<file path="config.mk">
export PLATFORM = sky130hd
export DESIGN_NAME = dgp_top
export DESIGN_NICKNAME = d
export VERILOG_FILES = /design/src/verilog/dgp_pkg.sv /design/src/verilog/dgp_pin_sync.sv /design/src/verilog/dgp_port.sv /design/src/verilog/dgp_top.sv
export SDC_FILE = /design/constraint.sdc
export NUM_CORES = 1
export LEC_CHECK = 0
export BUFFER_PORTS_ARGS = -buffer_cell sky130_fd_sc_hd__buf_2
export CAP_MARGIN = 5
export CORE_ASPECT_RATIO = 1.75
export CORE_MARGIN = 5
export CORE_UTILIZATION = 54
export DETAILED_ROUTE_END_ITERATION = 16
export MAX_ROUTING_LAYER = met4
export PLACE_DENSITY = 0.79
export SETUP_SLACK_MARGIN = 0.1
export SLEW_MARGIN = 20
export SYNTH_ARGS = -nofsm -noshare
export SYNTH_HDL_FRONTEND = slang
export SYNTH_SLANG_ARGS = --single-unit
</file>
<file path="constraint.sdc">
create_clock -name ref_clk_i -period 4.3 [get_ports ref_clk_i]
set_clock_uncertainty 0.2 [all_clocks]
set_input_delay 0.86 -clock ref_clk_i [delete_from_list [all_inputs] [get_ports ref_clk_i]]
set_output_delay 0.86 -clock ref_clk_i [all_outputs]
set_load 0.03 [all_outputs]
</file>
<file path="src/verilog/dgp_pkg.sv">
// Package of register offsets, reset values and field positions for the dual GPIO ports
package dgp_pkg;
	localparam int unsigned DATA_W = 8;
	// Printed offsets are not all multiples of four: these are word indexes
	localparam logic [7:0] IDX_PORT_H_DIRECTION = 8'h10;
	localparam logic [7:0] IDX_PORT_H_PINS_LATCH = 8'h11;
	localparam logic [7:0] IDX_PORT_J_DIRECTION = 8'h12;
	localparam logic [7:0] IDX_PORT_J_PINS_LATCH = 8'h13;
	localparam logic [7:0] IDX_ANALOG_CONVERTER_CONFIG_ONE = 8'h15;
	// Read-modify-write command registers, one per port
	localparam logic [7:0] IDX_PORT_H_BIT_OP = 8'h18;
	localparam logic [7:0] IDX_PORT_J_BIT_OP = 8'h19;
	localparam int unsigned ADDR_W = 10;
	localparam logic [7:0] RST_DIRECTION = 8'hff;
	localparam logic [7:0] RST_LATCH = 8'h00;
	localparam logic [7:0] RST_ADC_CFG = 8'h00;
	// Unimplemented bit 4 of the converter config reads as zero
	localparam logic [7:0] ADC_CFG_MASK = 8'hef;
	localparam int unsigned ANA_CFG_LSB = 0;
	localparam int unsigned ANA_CFG_W = 4;
	// Field values at or above this make the upper port H pins digital
	localparam logic [3:0] ANA_CFG_DIGITAL_MIN = 4'he;
	// Bit-op command layout: [2:0] bit index, [4:3] operation
	localparam int unsigned OP_BIT_LSB = 0;
	localparam int unsigned OP_CODE_LSB = 3;
	localparam logic [1:0] OP_CLEAR = 2'h0;
	localparam logic [1:0] OP_SET = 2'h1;
	localparam logic [1:0] OP_TOGGLE = 2'h2;
	localparam logic [1:0] AXI_OKAY = 2'h0;
	localparam logic [1:0] AXI_SLVERR = 2'h2;
endpackage

</file>
<file path="src/verilog/dgp_pin_sync.sv">
// Three-flop pin synchroniser with agreement filter for one port
`timescale 1ns/100ps
`default_nettype none
module dgp_pin_sync #(
	parameter int unsigned WIDTH = 8
) (
	input wire logic ref_clk_i,
	input wire logic rst_i,
	input wire logic [WIDTH-1:0] pin_i,
	output logic [WIDTH-1:0] level_o
);
	logic [WIDTH-1:0] s1_r;
	logic [WIDTH-1:0] s2_r;
	logic [WIDTH-1:0] s3_r;

	always_ff @(posedge ref_clk_i) begin
		if (rst_i) begin
			s1_r <= '0;
			s2_r <= '0;
			s3_r <= '0;
		end else begin
			s1_r <= pin_i;
			s2_r <= s1_r;
			s3_r <= s2_r;
		end
	end

	// A level counts only once stages two and three agree
	genvar g;
	generate
		for (g = 0; g < WIDTH; g++) begin : g_bit
			always_ff @(posedge ref_clk_i) begin
				if (rst_i) begin
					level_o[g] <= 1'b0;
				end else if (s2_r[g] == s3_r[g]) begin
					level_o[g] <= s3_r[g];
				end
			end
		end
	endgenerate
endmodule // dgp_pin_sync
`default_nettype wire

</file>
<file path="src/verilog/dgp_port.sv">
// One 8-bit port: direction register, output latch and pin drivers
`timescale 1ns/100ps
`default_nettype none
module dgp_port #(
	parameter int unsigned WIDTH = 8
) (
	input wire logic ref_clk_i,
	input wire logic rst_i,
	input wire logic dir_we_i,
	input wire logic lat_we_i,
	input wire logic [WIDTH-1:0] wdata_i,
	input wire logic [WIDTH-1:0] digital_en_i,
	output logic [WIDTH-1:0] dir_o,
	output logic [WIDTH-1:0] lat_o,
	output logic [WIDTH-1:0] pin_o,
	output logic [WIDTH-1:0] pin_oe_n_o
);
	always_ff @(posedge ref_clk_i) begin
		if (rst_i) begin
			dir_o <= dgp_pkg::RST_DIRECTION;
		end else if (dir_we_i) begin
			dir_o <= wdata_i;
		end
	end

	always_ff @(posedge ref_clk_i) begin
		if (rst_i) begin
			lat_o <= dgp_pkg::RST_LATCH;
		end else if (lat_we_i) begin
			lat_o <= wdata_i;
		end
	end

	// Driver follows the registers a cycle later so the pin itself is flop-driven
	always_ff @(posedge ref_clk_i) begin
		if (rst_i) begin
			pin_o <= '0;
			pin_oe_n_o <= '1;
		end else begin
			pin_o <= lat_o;
			pin_oe_n_o <= ~(~dir_o & digital_en_i);
		end
	end
endmodule // dgp_port
`default_nettype wire

</file>
<file path="src/verilog/dgp_top.sv">
// Dual 8-bit GPIO ports H and J with AXI4-Lite register access
//
// The AXI4-Lite register port was decided locally.
`timescale 1ns/100ps
`default_nettype none
module dgp_top #(
	parameter int unsigned WIDTH = 8
) (
	input wire logic ref_clk_i,
	input wire logic rst_i,
	input wire logic [dgp_pkg::ADDR_W-1:0] s_axi_awaddr,
	input wire logic s_axi_awvalid,
	output logic s_axi_awready,
	input wire logic [31:0] s_axi_wdata,
	input wire logic [3:0] s_axi_wstrb,
	input wire logic s_axi_wvalid,
	output logic s_axi_wready,
	output logic [1:0] s_axi_bresp,
	output logic s_axi_bvalid,
	input wire logic s_axi_bready,
	input wire logic [dgp_pkg::ADDR_W-1:0] s_axi_araddr,
	input wire logic s_axi_arvalid,
	output logic s_axi_arready,
	output logic [31:0] s_axi_rdata,
	output logic [1:0] s_axi_rresp,
	output logic s_axi_rvalid,
	input wire logic s_axi_rready,
	input wire logic [WIDTH-1:0] port_h_pins_i,
	output logic [WIDTH-1:0] port_h_pins_o,
	output logic [WIDTH-1:0] port_h_pins_oe_n_o,
	input wire logic [WIDTH-1:0] port_j_pins_i,
	output logic [WIDTH-1:0] port_j_pins_o,
	output logic [WIDTH-1:0] port_j_pins_oe_n_o,
	output logic [3:0] port_h_upper_pins_analog_o
);
	logic [WIDTH-1:0] h_lvl, j_lvl, h_dir, j_dir, h_lat, j_lat;
	logic [7:0] adc_cfg_r;
	logic [dgp_pkg::ADDR_W-1:0] aw_addr_r;
	logic [31:0] w_data_r;
	logic [3:0] w_strb_r;
	logic aw_have_r, w_have_r;
	logic do_write;
	logic [7:0] w_idx;
	logic w_ok;
	logic [WIDTH-1:0] rmw_val;
	logic [WIDTH-1:0] h_digital;
	logic h_upper_digital;
	logic h_dir_we, h_lat_we, j_dir_we, j_lat_we;
	logic [7:0] rd_byte;
	logic rd_ok;
	logic [7:0] r_idx;

	// Port reads see the synchronised pin levels sampled before the access
	dgp_pin_sync #(.WIDTH(WIDTH)) u_sync_h (
		.ref_clk_i(ref_clk_i),
		.rst_i(rst_i),
		.pin_i(port_h_pins_i),
		.level_o(h_lvl)
	);
	dgp_pin_sync #(.WIDTH(WIDTH)) u_sync_j (
		.ref_clk_i(ref_clk_i),
		.rst_i(rst_i),
		.pin_i(port_j_pins_i),
		.level_o(j_lvl)
	);

	assign h_upper_digital = adc_cfg_r[dgp_pkg::ANA_CFG_LSB +: dgp_pkg::ANA_CFG_W] >= dgp_pkg::ANA_CFG_DIGITAL_MIN;
	// Lower nibble is always digital; upper nibble only when the converter releases it
	assign h_digital = {{4{h_upper_digital}}, 4'hf};

	// Write channel: address and data accepted in either order
	assign do_write = aw_have_r && w_have_r && !s_axi_bvalid;
	assign w_idx = aw_addr_r[9:2];
	assign w_ok = (aw_addr_r[1:0] == 2'h0) && (w_idx == dgp_pkg::IDX_PORT_H_DIRECTION ||
		w_idx == dgp_pkg::IDX_PORT_H_PINS_LATCH || w_idx == dgp_pkg::IDX_PORT_J_DIRECTION ||
		w_idx == dgp_pkg::IDX_PORT_J_PINS_LATCH || w_idx == dgp_pkg::IDX_ANALOG_CONVERTER_CONFIG_ONE ||
		w_idx == dgp_pkg::IDX_PORT_H_BIT_OP || w_idx == dgp_pkg::IDX_PORT_J_BIT_OP);

	always_ff @(posedge ref_clk_i) begin
		if (rst_i) begin
			aw_have_r <= 1'b0;
			aw_addr_r <= '0;
			s_axi_awready <= 1'b0;
		end else begin
			if (s_axi_awvalid && s_axi_awready) begin
				aw_have_r <= 1'b1;
				aw_addr_r <= s_axi_awaddr;
			end else if (do_write) begin
				aw_have_r <= 1'b0;
			end
			s_axi_awready <= !aw_have_r && !(s_axi_awvalid && s_axi_awready);
		end
	end

	always_ff @(posedge ref_clk_i) begin
		if (rst_i) begin
			w_have_r <= 1'b0;
			w_data_r <= '0;
			w_strb_r <= '0;
			s_axi_wready <= 1'b0;
		end else begin
			if (s_axi_wvalid && s_axi_wready) begin
				w_have_r <= 1'b1;
				w_data_r <= s_axi_wdata;
				w_strb_r <= s_axi_wstrb;
			end else if (do_write) begin
				w_have_r <= 1'b0;
			end
			s_axi_wready <= !w_have_r && !(s_axi_wvalid && s_axi_wready);
		end
	end

	always_ff @(posedge ref_clk_i) begin
		if (rst_i) begin
			s_axi_bvalid <= 1'b0;
			s_axi_bresp <= dgp_pkg::AXI_OKAY;
		end else if (do_write) begin
			s_axi_bvalid <= 1'b1;
			s_axi_bresp <= w_ok ? dgp_pkg::AXI_OKAY : dgp_pkg::AXI_SLVERR;
		end else if (s_axi_bready) begin
			s_axi_bvalid <= 1'b0;
		end
	end

	// Bit operation on the pin image: operand is pins, result goes to the latch
	always_comb begin
		logic [WIDTH-1:0] src;
		logic [WIDTH-1:0] msk;
		src = (w_idx == dgp_pkg::IDX_PORT_H_BIT_OP) ? h_lvl : j_lvl;
		msk = '0;
		msk[w_data_r[dgp_pkg::OP_BIT_LSB +: 3]] = 1'b1;
		unique case (w_data_r[dgp_pkg::OP_CODE_LSB +: 2])
			dgp_pkg::OP_CLEAR: rmw_val = src & ~msk;
			dgp_pkg::OP_SET: rmw_val = src | msk;
			dgp_pkg::OP_TOGGLE: rmw_val = src ^ msk;
			default: rmw_val = src;
		endcase
	end

	// Byte lane 0 carries every register
	assign h_dir_we = do_write && w_strb_r[0] && w_idx == dgp_pkg::IDX_PORT_H_DIRECTION;
	assign j_dir_we = do_write && w_strb_r[0] && w_idx == dgp_pkg::IDX_PORT_J_DIRECTION;
	assign h_lat_we = do_write && w_strb_r[0] && (w_idx == dgp_pkg::IDX_PORT_H_PINS_LATCH ||
		w_idx == dgp_pkg::IDX_PORT_H_BIT_OP);
	assign j_lat_we = do_write && w_strb_r[0] && (w_idx == dgp_pkg::IDX_PORT_J_PINS_LATCH ||
		w_idx == dgp_pkg::IDX_PORT_J_BIT_OP);

	// Latches load at the end of the write cycle, all eight bits at once
	dgp_port #(.WIDTH(WIDTH)) u_port_h (
		.ref_clk_i(ref_clk_i),
		.rst_i(rst_i),
		.dir_we_i(h_dir_we),
		.lat_we_i(h_lat_we),
		.wdata_i((w_idx == dgp_pkg::IDX_PORT_H_BIT_OP) ? rmw_val : w_data_r[7:0]),
		.digital_en_i(h_digital),
		.dir_o(h_dir),
		.lat_o(h_lat),
		.pin_o(port_h_pins_o),
		.pin_oe_n_o(port_h_pins_oe_n_o)
	);
	// Port J has no alternate function: every pin is always digital
	dgp_port #(.WIDTH(WIDTH)) u_port_j (
		.ref_clk_i(ref_clk_i),
		.rst_i(rst_i),
		.dir_we_i(j_dir_we),
		.lat_we_i(j_lat_we),
		.wdata_i((w_idx == dgp_pkg::IDX_PORT_J_BIT_OP) ? rmw_val : w_data_r[7:0]),
		.digital_en_i({WIDTH{1'b1}}),
		.dir_o(j_dir),
		.lat_o(j_lat),
		.pin_o(port_j_pins_o),
		.pin_oe_n_o(port_j_pins_oe_n_o)
	);

	always_ff @(posedge ref_clk_i) begin
		if (rst_i) begin
			adc_cfg_r <= dgp_pkg::RST_ADC_CFG;
		end else if (do_write && w_strb_r[0] && w_idx == dgp_pkg::IDX_ANALOG_CONVERTER_CONFIG_ONE) begin
			adc_cfg_r <= w_data_r[7:0] & dgp_pkg::ADC_CFG_MASK;
		end
	end

	always_ff @(posedge ref_clk_i) begin
		if (rst_i) begin
			port_h_upper_pins_analog_o <= 4'hf;
		end else begin
			port_h_upper_pins_analog_o <= {4{~h_upper_digital}};
		end
	end

	// Read channel
	assign r_idx = s_axi_araddr[9:2];
	always_comb begin
		rd_ok = s_axi_araddr[1:0] == 2'h0;
		rd_byte = 8'h00;
		unique case (r_idx)
			dgp_pkg::IDX_PORT_H_DIRECTION: rd_byte = h_dir;
			dgp_pkg::IDX_PORT_H_PINS_LATCH: rd_byte = h_lvl;
			dgp_pkg::IDX_PORT_J_DIRECTION: rd_byte = j_dir;
			dgp_pkg::IDX_PORT_J_PINS_LATCH: rd_byte = j_lvl;
			dgp_pkg::IDX_ANALOG_CONVERTER_CONFIG_ONE: rd_byte = adc_cfg_r;
			dgp_pkg::IDX_PORT_H_BIT_OP: rd_byte = h_lat;
			dgp_pkg::IDX_PORT_J_BIT_OP: rd_byte = j_lat;
			default: rd_ok = 1'b0;
		endcase
	end

	always_ff @(posedge ref_clk_i) begin
		if (rst_i) begin
			s_axi_arready <= 1'b0;
			s_axi_rvalid <= 1'b0;
			s_axi_rdata <= '0;
			s_axi_rresp <= dgp_pkg::AXI_OKAY;
		end else begin
			s_axi_arready <= !s_axi_rvalid && !(s_axi_arvalid && s_axi_arready);
			if (s_axi_arvalid && s_axi_arready) begin
				s_axi_rvalid <= 1'b1;
				s_axi_rdata <= {24'h000000, rd_byte};
				s_axi_rresp <= rd_ok ? dgp_pkg::AXI_OKAY : dgp_pkg::AXI_SLVERR;
			end else if (s_axi_rready) begin
				s_axi_rvalid <= 1'b0;
			end
		end
	end

	property p_dir_reset;
		@(posedge ref_clk_i) $fell(rst_i) |-> h_dir == 8'hff && j_dir == 8'hff;
	endproperty
	a_dir_reset: assert property (p_dir_reset) else $error("direction not all ones after reset");

	property p_input_off;
		@(posedge ref_clk_i) disable iff (rst_i) j_dir[0] |=> port_j_pins_oe_n_o[0];
	endproperty
	a_input_off: assert property (p_input_off) else $error("input pin driven");

	property p_output_drives;
		@(posedge ref_clk_i) disable iff (rst_i) !j_dir[0] |=> !port_j_pins_oe_n_o[0] && port_j_pins_o[0] == $past(j_lat[0]);
	endproperty
	a_output_drives: assert property (p_output_drives) else $error("output pin not driving latch");

	property p_h_output;
		@(posedge ref_clk_i) disable iff (rst_i) !h_dir[1] |=> !port_h_pins_oe_n_o[1];
	endproperty
	a_h_output: assert property (p_h_output) else $error("port h low output not driven");

	property p_analog_blocks;
		@(posedge ref_clk_i) disable iff (rst_i) !h_upper_digital |=> port_h_pins_oe_n_o[7:4] == 4'hf;
	endproperty
	a_analog_blocks: assert property (p_analog_blocks) else $error("analog pin driven");

	property p_read_pins;
		@(posedge ref_clk_i) disable iff (rst_i)
			s_axi_arvalid && s_axi_arready && s_axi_araddr == 10'h04c |=> s_axi_rvalid && s_axi_rdata[7:0] == $past(j_lvl);
	endproperty
	a_read_pins: assert property (p_read_pins) else $error("port j read not pin level");

	property p_write_latch;
		@(posedge ref_clk_i) disable iff (rst_i) j_lat_we && w_idx == dgp_pkg::IDX_PORT_J_PINS_LATCH |=> j_lat == $past(w_data_r[7:0]);
	endproperty
	a_write_latch: assert property (p_write_latch) else $error("latch write lost");

	property p_rmw_set;
		@(posedge ref_clk_i) disable iff (rst_i)
			j_lat_we && w_idx == dgp_pkg::IDX_PORT_J_BIT_OP && w_data_r[4:3] == 2'h1
			|=> j_lat == ($past(j_lvl) | (8'h01 << $past(w_data_r[2:0])));
	endproperty
	a_rmw_set: assert property (p_rmw_set) else $error("bit set not based on pins");

	property p_bresp;
		@(posedge ref_clk_i) disable iff (rst_i) do_write |=> s_axi_bvalid;
	endproperty
	a_bresp: assert property (p_bresp) else $error("no write response");

	property p_rmw_clear;
		@(posedge ref_clk_i) disable iff (rst_i)
			j_lat_we && w_idx == dgp_pkg::IDX_PORT_J_BIT_OP && w_data_r[4:3] == dgp_pkg::OP_CLEAR
			|=> j_lat == ($past(j_lvl) & ~(8'h01 << $past(w_data_r[2:0])));
	endproperty
	a_rmw_clear: assert property (p_rmw_clear) else $error("bit clear not based on pins");

	// The no-op code still rewrites the whole latch, so input pins overwrite their latch bits
	property p_rmw_none;
		@(posedge ref_clk_i) disable iff (rst_i)
			j_lat_we && w_idx == dgp_pkg::IDX_PORT_J_BIT_OP && w_data_r[4:3] == 2'h3 |=> j_lat == $past(j_lvl);
	endproperty
	a_rmw_none: assert property (p_rmw_none) else $error("pin levels not written to latch");

	property p_read_h_pins;
		@(posedge ref_clk_i) disable iff (rst_i)
			s_axi_arvalid && s_axi_arready && s_axi_araddr == {dgp_pkg::IDX_PORT_H_PINS_LATCH, 2'h0}
			|=> s_axi_rvalid && s_axi_rdata[7:0] == $past(h_lvl);
	endproperty
	a_read_h_pins: assert property (p_read_h_pins) else $error("port h read not pin level");

	property p_analog_reset;
		@(posedge ref_clk_i) $fell(rst_i) |-> port_h_upper_pins_analog_o == 4'hf && adc_cfg_r == dgp_pkg::RST_ADC_CFG;
	endproperty
	a_analog_reset: assert property (p_analog_reset) else $error("upper port h pins not analog after reset");

	// Lane zero off: the write is answered but must leave every latch alone
	property p_strb_hold;
		@(posedge ref_clk_i) disable iff (rst_i) do_write && !w_strb_r[0] |=> $stable(h_lat) && $stable(j_lat);
	endproperty
	a_strb_hold: assert property (p_strb_hold) else $error("latch changed without lane zero");

	c_write: cover property (@(posedge ref_clk_i) j_lat_we);
	c_rmw: cover property (@(posedge ref_clk_i) h_lat_we && w_idx == dgp_pkg::IDX_PORT_H_BIT_OP);
	c_digital: cover property (@(posedge ref_clk_i) h_upper_digital);
	c_slverr: cover property (@(posedge ref_clk_i) s_axi_bvalid && s_axi_bresp == dgp_pkg::AXI_SLVERR);
endmodule // dgp_top
`default_nettype wire

</file>
# ---- After elaboration in Yosys (flattened, before gate mapping)
# Cells that the tools add are included.
dict set report totals {
  regBits 174
  latch_bits 0
  ramBits 0
  rom_bits 0
  input_bits 79
  out_inout_bits 77
  wordCells 146
  memories 0
}
dict set report classes {
  addsub 0
  mul 0
  n_div 0
  order_cmp 3
  n_eq_ne 32
  shift 0
  muxes 17
  bitwise 10
  reduce_logical 39
}
# operator n
set ops {}
lappend ops {{$eq A8 B5 Y1 const B} 14}
lappend ops {{$pmux W8 S7} 1}
lappend ops {{$not A8 Y8} 5}
lappend ops {{$mux W8} 3}
lappend ops {{$pmux W8 S3} 1}
lappend ops {{$and A8 B8 Y8} 2}
lappend ops {{$eq A1 B1 Y1} 16}
lappend ops {{$logic_and A1 B1 Y1} 16}
lappend ops {{$mux W1} 9}
lappend ops {{$logic_or A1 B1 Y1} 8}
lappend ops {{$or A8 B8 Y8} 1}
lappend ops {{$reduce_bool A2 Y1} 4}
lappend ops {{$xor A8 B8 Y8} 1}
lappend ops {{$logic_not A1 Y1} 7}
lappend ops {{$reduce_or A7 Y1} 1}
lappend ops {{$logic_not A2 Y1} 3}
lappend ops {{$ge A4 B4 Y1 const B} 1}
lappend ops {{$lt A3 B4 Y1 const B} 1}
lappend ops {{$mux W2} 2}
lappend ops {{$demux W1 S3} 1}
lappend ops {{$ge A3 B1 Y1 const B} 1}
lappend ops {{$eq A2 B1 Y1 const B} 1}
lappend ops {{$eq A2 B2 Y1 const B} 1}
lappend ops {{$not A1 Y1} 1}

# ---- Longest topological paths before layout
# Gate-level depths: netlist (run 1).
dict set report depth {
  depth_word 9
  depth_mapped 10
}

# ---- By module
# A second synthesis (run 1) with hierarchy kept.
dict set report hier_totals {
  cells_unflattened 803
  hier_area_um2 7409.6
}
# mod n_inst cells_each area_each_um2
set by_module_without_submodules {}
lappend by_module_without_submodules {dgp_top 1 465 3505.9}
lappend by_module_without_submodules {dgp_port 2 86 1028.5}
lappend by_module_without_submodules {dgp_pin_sync 2 83 923.4}

# ---- Worst setup path after synthesis (run 1)
# Ideal clock, no wire load.
dict set report synth_path {
  path_kind {register to register}
  from {register aw_addr_r[2] in the netlist's numbering}
  to {register u_port_j.lat_o[6]}
  arrival_ps 2782
  t_required_ps 3967
  path_slack_ps 1186
  path_stages_with_launch 11
  path_buffers 1
  period_less_slack_ps 3114
  path_cell_list {dfxtp_1 > buf_1 > nor4b_2 > nand2_1 > mux2i_1 > inv_1 > ha_1 > or2_2 > a32o_1 > o311ai_0 > a21oi_1}
}
dict set report synth_via {
  elab_chain_cells 5
  word_cells_on_any_way 11
}
# element line_no
set synth_lines {}
lappend synth_lines {{start, declared} dgp_top.sv:38} ;# logic [dgp_pkg::ADDR_W-1:0] aw_addr_r;
lappend synth_lines {{start signal, assigned} dgp_top.sv:87} ;# aw_addr_r <= s_axi_awaddr;
lappend synth_lines {{$eq A8 B5 Y1} dgp_top.sv:129} ;# src = (w_idx == dgp_pkg::IDX_PORT_H_BIT_OP) ? h_lvl : j_lvl;
lappend synth_lines {{$mux W8} dgp_top.sv:129}
lappend synth_lines {{$xor A8 B8 Y8, or another cell as far along} dgp_top.sv:135} ;# dgp_pkg::OP_TOGGLE: rmw_val = src ^ msk;
lappend synth_lines {{$pmux W8 S3} dgp_top.sv:132} ;# unique case (w_data_r[dgp_pkg::OP_CODE_LSB +: 2])
lappend synth_lines {{$mux W8} dgp_top.sv:167} ;# .wdata_i((w_idx == dgp_pkg::IDX_PORT_J_BIT_OP) ? rmw_val : w_data_r[7:0]),
lappend synth_lines {{end signal, assigned} dgp_port.sv:28} ;# lat_o <= dgp_pkg::RST_LATCH;
lappend synth_lines {{end signal, assigned} dgp_port.sv:30} ;# lat_o <= wdata_i;
lappend synth_lines {{end, declared} dgp_port.sv:14} ;# output logic [WIDTH-1:0] lat_o,
# Parallel ways exist; a longest one is shown, timed or not.
# A chain may end at the register's enable or synchronous reset.

# ---- Worst setup path in the final report (run 1)
dict set report layout_path {
  from {register aw_addr_r[5] in the netlist's numbering}
  to {register u_port_j.lat_o[6]}
}
# The elaborated chain is that of the path after synthesis.

==> summary.txt, run 1 <==
Setup path
  • Critical path arrival: 3.24 ns
  • CP Max Fanout: 11
  • Worst Setup Start Kind: register
  • Worst path max stage delay: approximately 0.53 ns
  • Worst EP required: approximately 4.4 ns
  • CP Class: reg -> reg
  • CP Capture Type: register
  • Cells along the critical path: nor4b_2, buf_4, nand2_1, mux2i_1, inv_1, ha_1, or2_2, a32o_1, o311ai_0, a21oi_1
  • CP max stage cell: dfxtp_1

Place
  • Post-DP HPWL: roughly 13000 um
  • PortBufs: 102
  • Routability Congestion: 0.936

Clock network
  • Post-CTS Setup Bufs: 0
  • Clock Tree Root: clkbuf_16
  • Clock latency on the worst-skew pair: 0.43 ns
  • Clk slew on worst S/H paths: ~0.07 ns
  • Clk sinks: about 170
  • Gates resized, CTS repair: 0
  • TritonCTS clock tree: done
  • CTS Buf Count: 17
  • Htree depth: 4
  • Hold-fix buffers at CTS: 0
  • CTS Buffer Depth: 2

Cells and area
  • NumNets Final: 950
  • Filler cell count: roughly 1200
  • N_diodes: 0
  • Fin util: 62.4%
  • Area delta synth->final: 14.4%
  • Layout cells sized above 1: 20.9%

Floorplanning
  • Starting Density: 54.5%
  • Die width: a little under 100 um
  • Height of the die: ~160 um
  • Row cnt: between 50 and 60
  • Io pins: between 150 and 200
  • Die Area: 16000 um^2
  • Core box area: 13300 um^2

Logic synthesis
  • Post-synthesis cell count: ~780
  • Number of synthesized flops with an enable pin: 0
  • Netlist cell types: 63
  • Seq cells post-synth: 172
  • Sequential cell area fraction in the yosys report: around 47%
  • Post-synth top area share: a little under half
  • Main area contributors after synthesis: dfxtp_1, nor2b_1, nand2_1
  • Post-Syn Area: 7260 um^2
  • FFs w/ async S/R, synth: 0%
  • Most frequent cell after synthesis: dfxtp_1
  • Prevailing post-synth register cell: dfxtp_1
  • List of most frequent post-synthesis cells: dfxtp_1, nand2_1, nor2b_1, a21oi_1, o21ai_0
  • Post-synth top area cell: dfxtp_1
  • Syn Area/Cell: ~9.3 um^2
  • Synth warnings: 0

Global routing
  • Largest net degree at the start of global routing: 100
  • Vias in the first global route: about 5700
  • GRT Residual Overflow: 0
  • Antenna violations before repair: 0
  • Grt met1 use: approximately a quarter
  • GRT Max-Usage Layer: met2
  • GR Layer Usage met2: between 30% and 40%
  • Global routing usage on met3: 3.76%
  • All-layer global routing usage: around 23%
  • First-pass GRT wire length: roughly 28000 um

Route
  • Initial DRC count: about 350
  • Vias: 5866
  • WL per Instance: about 17 um
  • Final ANT Viol Nets: 0
  • Residual DRC: 0
  • Final WL: ~17000 um
  • First drt pass iteration count: 5
  • DR vias/cell: ~5.6

STA
  • Final Max Slew Viols: 0
  • FMAX: 0.317 GHz
  • Worst-Margin Slew: around 0.9 ns
  • RSZ-0062 raised after global routing: no
  • Fin crit share: between 70% and 80%
  • Clock period minus worst slack: about 3.2 ns
  • Worst slew margin: between 30% and 40%
  • Final count of negative-setup-slack endpoints: 0
  • Hold WS: roughly 0.23 ns
  • Final hold violation count: 0
  • Setup TNS: 0 ns

Power
  • Power share of the clock group: 44.6%
  • PD cells: 408 nW/um^2
  • Peak VDD IR: between 0.2 and 0.3 mV
  • Sw frac: roughly 25%
  • NetSw: about 850 uW
  • Leak: 0.00327 uW
  • Part of the power in registers: approximately half
  • Cell Int Power: about 2500 uW
  • Power share of the combinational group: under 10%

Run
  • Max Cap Viol: 0

Run status
  • Status: complete, no violations

Min path
  • Min-delay worst type: reg -> reg
[sequential cells by signal, summed over array words and instances (netlist names), 7 cells and up]
register,flops
u_sync_j.s1_r,8
u_sync_j.s3_r,8
u_sync_j.s2_r,8
u_port_h.pin_o,8
u_port_j.pin_oe_n_o,8
u_port_j.lat_o,8
s_axi_rdata,8
u_sync_h.s2_r,8
u_sync_h.s1_r,8
u_sync_h.level_o,8
u_port_j.dir_o,8
u_port_h.dir_o,8
aw_addr_r,10
u_port_h.pin_oe_n_o,8
adc_cfg_r,7
w_data_r,8
u_port_h.lat_o,8
u_sync_j.level_o,8
u_sync_h.s3_r,8
u_port_j.pin_o,8
[stage by stage]
stage / total power (uW) / setup WS (ns) / instances / instance area (um^2)
5_1_grt: 3510 / 0.908 / 1042 / 8310
3_5_place_dp: 1910 / 1.19 / 1010 / 7710
3_3_place_gp: 1910 / 1.20 / 1010 / 7710
4_1_cts: 3410 / 1.16 / 1042 / 8300
2_1_floorplan: 1860 / 1.19 / 804 / 7350
6_report: 3390 / 1.14 / 1042 / 8310
[worst max-delay path: cells and delay by family, from the launching register on]
family	cells	cell delay [ns]
AOI/OAI and AO/OA	3	0.68
muxes	1	0.31
DFF	1	0.53
and+or+nand+nor	3	0.86
adders and majority gates	1	0.18
buffers and inverters	2	0.27
[area by class of cell]
type | instances | area [um^2] | area share [%]
Multi-Input combinational cell | 527 | 3400 | 40.9
Tap cell | 174 | 218 | 2.62
Clock inverter | 13 | 143 | 1.72
Timing Repair Buffer | 107 | 551 | 6.63
Inverter | 30 | 113 | 1.36
Sequential cell | 172 | 3440 | 41.5
Clock buffer | 19 | 443 | 5.33
[kinds of logic (layout without fill, tap and decap cells)]
group | count (synthesis) | count (layout) | synth area share, %
adder cells (fa/ha/maj) | 16 | 16 | 2.76
flip-flops | 172 | 172 | 47.4
AND/OR/NAND/NOR | 267 | 267 | 20.8
multiplexers | 26 | 26 | 4.72
XOR/XNOR | 2 | 2 | 0.241
buffers and inverters | 105 | 169 | 7.17
AO/OA/AOI/OAI | 190 | 190 | 16.9
other | 1 | 26 | 0.0517
[power by group through the flow]
stage               clock network, uW  logic [uW]  registers (uW)
CTS                              1530         219            1660
floorplan                           0         178            1680
global route                     1610         241            1660
detailed placement                  0         218            1690
global placement                    0         215            1690
finish                           1510         221            1660
[cells in the final DEF, fill, tap and decap left out, drive strengths merged, types with 3 or more instances in the layout]
cell type / instances
nor4b: 5
nor2: 24
o221ai: 4
nor2b: 61
a211o: 7
and2: 4
buf: 107
mux2i: 14
a21boi: 9
nand2: 79
a32oi: 10
a221oi: 4
or3: 3
nor3: 7
o211ai: 14
dfxtp: 172
clkbuf: 19
inv: 38
o41ai: 4
ha: 16
nand2b: 22
nor4: 3
or2: 16
a211oi: 12
conb: 26
nand3b: 6
or3b: 3
mux2: 6
nand3: 19
o21ai: 41
nand4: 5
a22o: 3
a31oi: 13
nand4b: 4
a21oi: 59
mux4: 6
[routing by layer]
metal  vias to the layer above  routed length (um)
li1                       2827                   -
met1                      2755                6530
met2                       221                9080
met3                        63                 940
met4                         0                 938
met5                         -                   0
[worst paths after layout]
check | from | to | slack (ns) | depth (start not counted)
hold / removal | u_sync_h.s1_r[1]$_SDFF_PP0_ | u_sync_h.s2_r[1]$_SDFF_PP0_ | 0.23 | 1
hold reg to reg | u_sync_h.s1_r[1]$_SDFF_PP0_ | u_sync_h.s2_r[1]$_SDFF_PP0_ | 0.23 | 1
setup / recovery | aw_addr_r[5]$_SDFFE_PP0P_ | u_port_j.lat_o[6]$_SDFFE_PP0P_ | 1.14 | 10
setup reg to reg | aw_addr_r[5]$_SDFFE_PP0P_ | u_port_j.lat_o[6]$_SDFFE_PP0P_ | 1.14 | 10
Power figures use the tool's default switching activity.
==> inputs of run 2 (changes only) <==
Settings changed: CORE_UTILIZATION 54 to 49, PLACE_DENSITY 0.79 to 0.76.
Clock period 4.3 ns to 2.6 ns, I/O delays scaled along.
==> run 2 against run 1 <==
The flow now finishes with violations (setup timing). Global-route usage is 0.90 points lower. Clock-buffer cell count shrank 1. Total power rose by 65%. Non-clock buffer count increased by 47. Via count rose by 2.4%. Design area rose by 7.5%. Critical path depth did not move. Largest cell class is now multi-input gates. Largest power group unchanged.
==> summary.txt, run 2 (synthesized netlist as in run 1, its figures left out) <==
Route
  • Vias: between 6000 and 7000
  • First drt pass iteration count: 5
  • Initial DRC count: approximately 330
  • Residual DRC: 0
  • WL per Instance: between 15 and 20 um
  • DR vias/cell: around 5.5
  • Final WL: 18300 um
  • Final ANT Viol Nets: 0

Floorplanning
  • Die width: about 100 um
  • Starting Density: 49.4%
  • Die Area: roughly 17000 um^2
  • Io pins: ~160
  • Row cnt: a little under 60
  • Height of the die: 171 um
  • Core box area: between 10000 and 15000 um^2

Global routing
  • Antenna violations before repair: 0
  • Vias in the first global route: 5678
  • GRT Residual Overflow: 0
  • All-layer global routing usage: about 22%
  • First-pass GRT wire length: ~29000 um
  • Largest net degree at the start of global routing: 71

STA
  • Clock period minus worst slack: around 2.6 ns
  • Setup TNS: -0.0382 ns
  • Final hold violation count: 0
  • Worst slew margin: between 40% and 50%
  • Fin crit share: 101%
  • Hold WS: roughly 0.10 ns
  • Final count of negative-setup-slack endpoints: 2
  • Worst-Margin Slew: ~0.86 ns
  • FMAX: ~0.38 GHz
  • Final WS setup: -0.0248 ns
  • RSZ-0062 raised after global routing: yes
  • Final Max Slew Viols: 0

Setup path
  • Worst EP required: ~2.7 ns
  • CP Class: reg -> reg
  • R2R setup slack: -0.02 ns
  • Critical path arrival: 2.71 ns
  • CP Capture Type: register
  • Worst Setup Start Kind: register
  • CP Max Fanout: 5

Run status
  • Status: complete, but fails checks
  • Failing checks: setup timing

Cells and area
  • Area delta synth->final: 23.0%
  • Commonest cells after routing, fill and taps aside: dfxtp_1, buf_2, nand2_1, nor2b_1, a21oi_1
  • Largest register FFs: 10
  • NumNets Final: about 1000
  • Largest Register: aw_addr_r
  • N_diodes: 0
  • Layout cells sized above 1: 28.2%
  • Commonest non-fill, non-tap cell in the layout: dfxtp_1

Clock network
  • CTS Buffer Depth: 2
  • TritonCTS clock tree: done
  • Htree depth: 4
  • Clock Tree Root: clkbuf_16
  • CTS Buf Count: 17
  • Clk sinks: 172
  • Clock latency on the worst-skew pair: between 0.4 and 0.5 ns
  • Clk slew on worst S/H paths: approximately 0.070 ns

Power
  • Leak: 0.00351 uW
  • Peak VDD IR: ~0.42 mV
  • PD cells: 625 nW/um^2

Run
  • Max Cap Viol: 0

Place
  • Setup WS pre-CTS: -0.0818 ns
  • Post-DP HPWL: about 14000 um
  • Routability Congestion: slightly below 0.9
  • PortBufs: about 100

Min path
  • Min-delay worst type: in -> reg
[run 2: cell count changes in the layout (fill, tap and decap cells not counted), sizes merged]
| cell | before | now |
|---|---|---|
| clkbuf | 19 | 18 |
| bufinv | 1 | 0 |
| clkinv | 2 | 5 |
| inv | 38 | 36 |
| clkinvlp | 2 | 3 |
| buf | 107 | 154 |
[run 2: metal layers]
| metal | GRT usage, % | routed length (um) | up-vias | share of wire, % |
|---|---|---|---|---|
| met3 | 2.94 | 724 | 54 | 4.0 |
| li1 | - | - | 2923 | - |
| met1 | 23.5 | 6960 | 2849 | 38 |
| met5 | - | 0 | - | 0 |
| met4 | 11.5 | 911 | 0 | 5.0 |
| met2 | 37.9 | 9700 | 178 | 53 |
[run 2: stage by stage]
stage | utilization (%) | instance area [um^2] | total power [uW] | std cells
after floorplan | - | 7390 | 3090 | 804
after global placement | 54.9 | 8070 | 3180 | 1060
after detailed placement | 54.9 | 8070 | 3190 | 1060
after CTS | 59.6 | 8750 | 5620 | 1095
after global routing | 60.8 | 8930 | 5790 | 1098
final | 60.8 | 8930 | 5580 | 1098
[run 2: area by class of cell]
class,count,area [um^2]
Multi-Input combinational cell,527,3630
Tap cell,183,229
Fill cell,1231,5760
Clock inverter,14,146
Clock buffer,18,429
Timing Repair Buffer,154,931
Sequential cell,172,3450
Inverter,30,113
[run 2: worst paths after layout]
path | startpoint | to | cells past startpoint
max reg2reg | aw_addr_r[4]$_SDFFE_PP0P_ | u_port_j.lat_o[6]$_SDFFE_PP0P_ | 10
min | port_j_pins_i[6] | u_sync_j.s1_r[6]$_SDFF_PP0_ | 2
min reg2reg | u_sync_h.s1_r[0]$_SDFF_PP0_ | u_sync_h.s2_r[0]$_SDFF_PP0_ | 1
max | aw_addr_r[4]$_SDFFE_PP0P_ | u_port_j.lat_o[6]$_SDFFE_PP0P_ | 10
[run 2: worst max-delay path: stages (launching register included)]
cell      delay, ns
dfxtp_2        0.33
nor4b_4        0.33
nand2_2        0.20
buf_6          0.17
mux2i_2        0.18
inv_1          0.07
ha_2           0.17
or2_4          0.23
a32o_2         0.28
o311ai_4       0.22
a21oi_1        0.10
[run 2: where the power goes]
group	switching [uW]	internal (uW)
sequential	38.1	2690
combinational	273	153
clock	1150	1280
[run 2: repair_timing]
action / 4_1_cts / 5_1_grt
endpoints found under the setup margin: 14 / 14
gates resized for setup: 15 / 26
hold buffers: 0 / 0
pin swaps: 17 / 16
buffers inserted: 3 / 3
==> inputs of run 3 (changes only) <==
Settings changed: PLACE_DENSITY 0.76 to 0.74.
==> run 3 against run 2 <==
The run still ends with setup timing left. Final cell count is the same. Global-route usage grew 0.38 points. Routed wire length grew 2.0%. Worst hold slack lost 0.013 ns. Worst setup slack lost 0.0066 ns. Clock-buffer cell count is the same. Die area is the same. Flip-flop and latch count is the same. Utilization shrank 0.18 points. Clock power is essentially flat. Critical path depth is the same. Largest cell class unchanged.
==> summary.txt, run 3 (synthesized netlist as in run 1, its figures left out) <==
Run status
  • Status: complete, but fails checks
  • Failing checks: setup timing

Place
  • Placed cells: roughly 1100
  • Post-DP Area: roughly 8100 um^2
  • PortBufs: between 100 and 150
  • Setup WS pre-CTS: -0.106 ns
  • Routability Congestion: roughly 0.94
  • Post-DP HPWL: ~14000 um

Cells and area
  • Filler cell count: 1260
  • N_diodes: 0
  • Area of the multi-input gates: 3590 um^2
  • Area delta synth->final: 22.6%
  • NumNets Final: around 1000
  • Design Area, Final: between 8000 and 9000 um^2
  • Reg area: around 3400 um^2
  • Post-Layout Cell Count: 1098
  • Largest Register: aw_addr_r
  • Layout cells sized above 1: 27.9%
  • Commonest cells after routing, fill and taps aside: dfxtp_1, buf_2, nand2_1, nor2b_1, a21oi_1
  • Largest register FFs: 10
  • Commonest non-fill, non-tap cell in the layout: dfxtp_1

STA
  • Final Max Slew Viols: 0
  • Fin crit share: 101%
  • FMAX: between 0.3 and 0.4 GHz
  • Final count of negative-setup-slack endpoints: 2
  • Final hold violation count: 0
  • Setup TNS: -0.0570 ns
  • Hold WS: ~0.09 ns
  • Worst slew margin: 38.2%
  • Clock period minus worst slack: approximately 2.6 ns
  • RSZ-0062 raised after global routing: yes
  • Final WS setup: -0.0314 ns
  • Worst-Margin Slew: just over 0.9 ns

Setup path
  • Critical path arrival: between 2 and 3 ns
  • CP Max Fanout: 4
  • Worst EP required: around 2.7 ns
  • CP Capture Type: register
  • Worst Setup Start Kind: register
  • CP Class: reg -> reg

Power
  • PD cells: ~630 nW/um^2
  • Peak VDD IR: 0.397 mV
  • Leak: about 0.0035 uW

Clock network
  • Htree depth: 4
  • Clk sinks: ~170
  • Clock Tree Root: clkbuf_16
  • TritonCTS clock tree: done
  • Clk slew on worst S/H paths: about 0.07 ns
  • CTS Buffer Depth: 2
  • CTS Buf Count: 17
  • Clock latency on the worst-skew pair: approximately 0.43 ns

Floorplanning
  • Io pins: 156
  • Die Area: between 15000 and 20000 um^2
  • Height of the die: about 170 um
  • Starting Density: about half
  • Die width: 102 um
  • Row cnt: 59
  • Core box area: between 10000 and 15000 um^2

Global routing
  • Antenna violations before repair: 0
  • All-layer global routing usage: ~22%
  • Vias in the first global route: approximately 5800
  • GRT Residual Overflow: 0
  • First-pass GRT wire length: around 29000 um
  • Largest net degree at the start of global routing: 84

Route
  • DR vias/cell: between 5 and 6
  • First drt pass iteration count: 4
  • Final ANT Viol Nets: 0
  • Initial DRC count: approximately 320
  • Vias: 6025
  • Residual DRC: 0
  • Final WL: approximately 19000 um
  • WL per Instance: about 17 um

Run
  • Max Cap Viol: 0

Min path
  • Min-delay worst type: in -> reg
run 3: cell count changes in the layout (fill, tap and decap cells not counted), sizes merged:
cell,before,now
clkinvlp,3,1
clkinv,5,7
run 3: path summary, 6_finish.rpt:
path / startpoint / to / slack [ns] / cells after the start
max reg2reg: aw_addr_r[3]$_SDFFE_PP0P_ / u_port_j.lat_o[6]$_SDFFE_PP0P_ / -0.03 / 10
min: port_j_pins_i[6] / u_sync_j.s1_r[6]$_SDFF_PP0_ / 0.09 / 2
min reg2reg: u_sync_j.s1_r[5]$_SDFF_PP0_ / u_sync_j.s2_r[5]$_SDFF_PP0_ / 0.24 / 1
max: aw_addr_r[3]$_SDFFE_PP0P_ / u_port_j.lat_o[6]$_SDFFE_PP0P_ / -0.03 / 10
run 3: critical path: stages (launching register included):
cell	delay, ns
dfxtp_2	0.34
nor4b_4	0.36
nand2_2	0.19
buf_6	0.16
mux2i_2	0.20
inv_1	0.07
ha_2	0.30
nand2_1	0.07
a32o_2	0.30
o311ai_2	0.21
a21oi_1	0.10
run 3: layer usage:
| metal | GRT usage [%] | wire, um | vias to the layer above |
|---|---|---|---|
| li1 | - | - | 2911 |
| met1 | 22.8 | 6710 | 2808 |
| met2 | 37.6 | 9750 | 239 |
| met3 | 3.84 | 986 | 67 |
| met4 | 15.1 | 1220 | 0 |
| met5 | - | 0 | - |
run 3: stage by stage:
step | total power, uW | util, %
after floorplan | 3090 | -
after global placement | 3180 | 54.9
after detailed placement | 3190 | 54.9
after CTS | 5630 | 59.9
after global routing | 5800 | 60.6
final | 5610 | 60.6
run 3: area by class of cell:
type,count,share of cell area (%)
Inverter,30,1.27
Timing Repair Buffer,154,10.5
Sequential cell,172,38.7
Clock buffer,18,4.93
Tap cell,183,2.57
Multi-Input combinational cell,527,40.4
Clock inverter,14,1.63
run 3: timing repair:
action | CTS | global route
hold endpoints to repair | 0 | 0
buffers inserted | 6 | 2
hold buffers | 0 | 0
pin swaps | 14 | 18
endpoints found under the setup margin | 14 | 16
resized for setup | 16 | 19
run 3: report_power, final:
| group | internal, uW | switching (uW) | leakage, uW | total (uW) |
|---|---|---|---|---|
| Sequential | 2690 | 39.9 | 0.00140 | 2730 |
| Combinational | 154 | 268 | 0.00185 | 423 |
| Clock | 1310 | 1160 | 0.000287 | 2460 |
| Total | 4150 | 1470 | 0.00353 | 5610 |
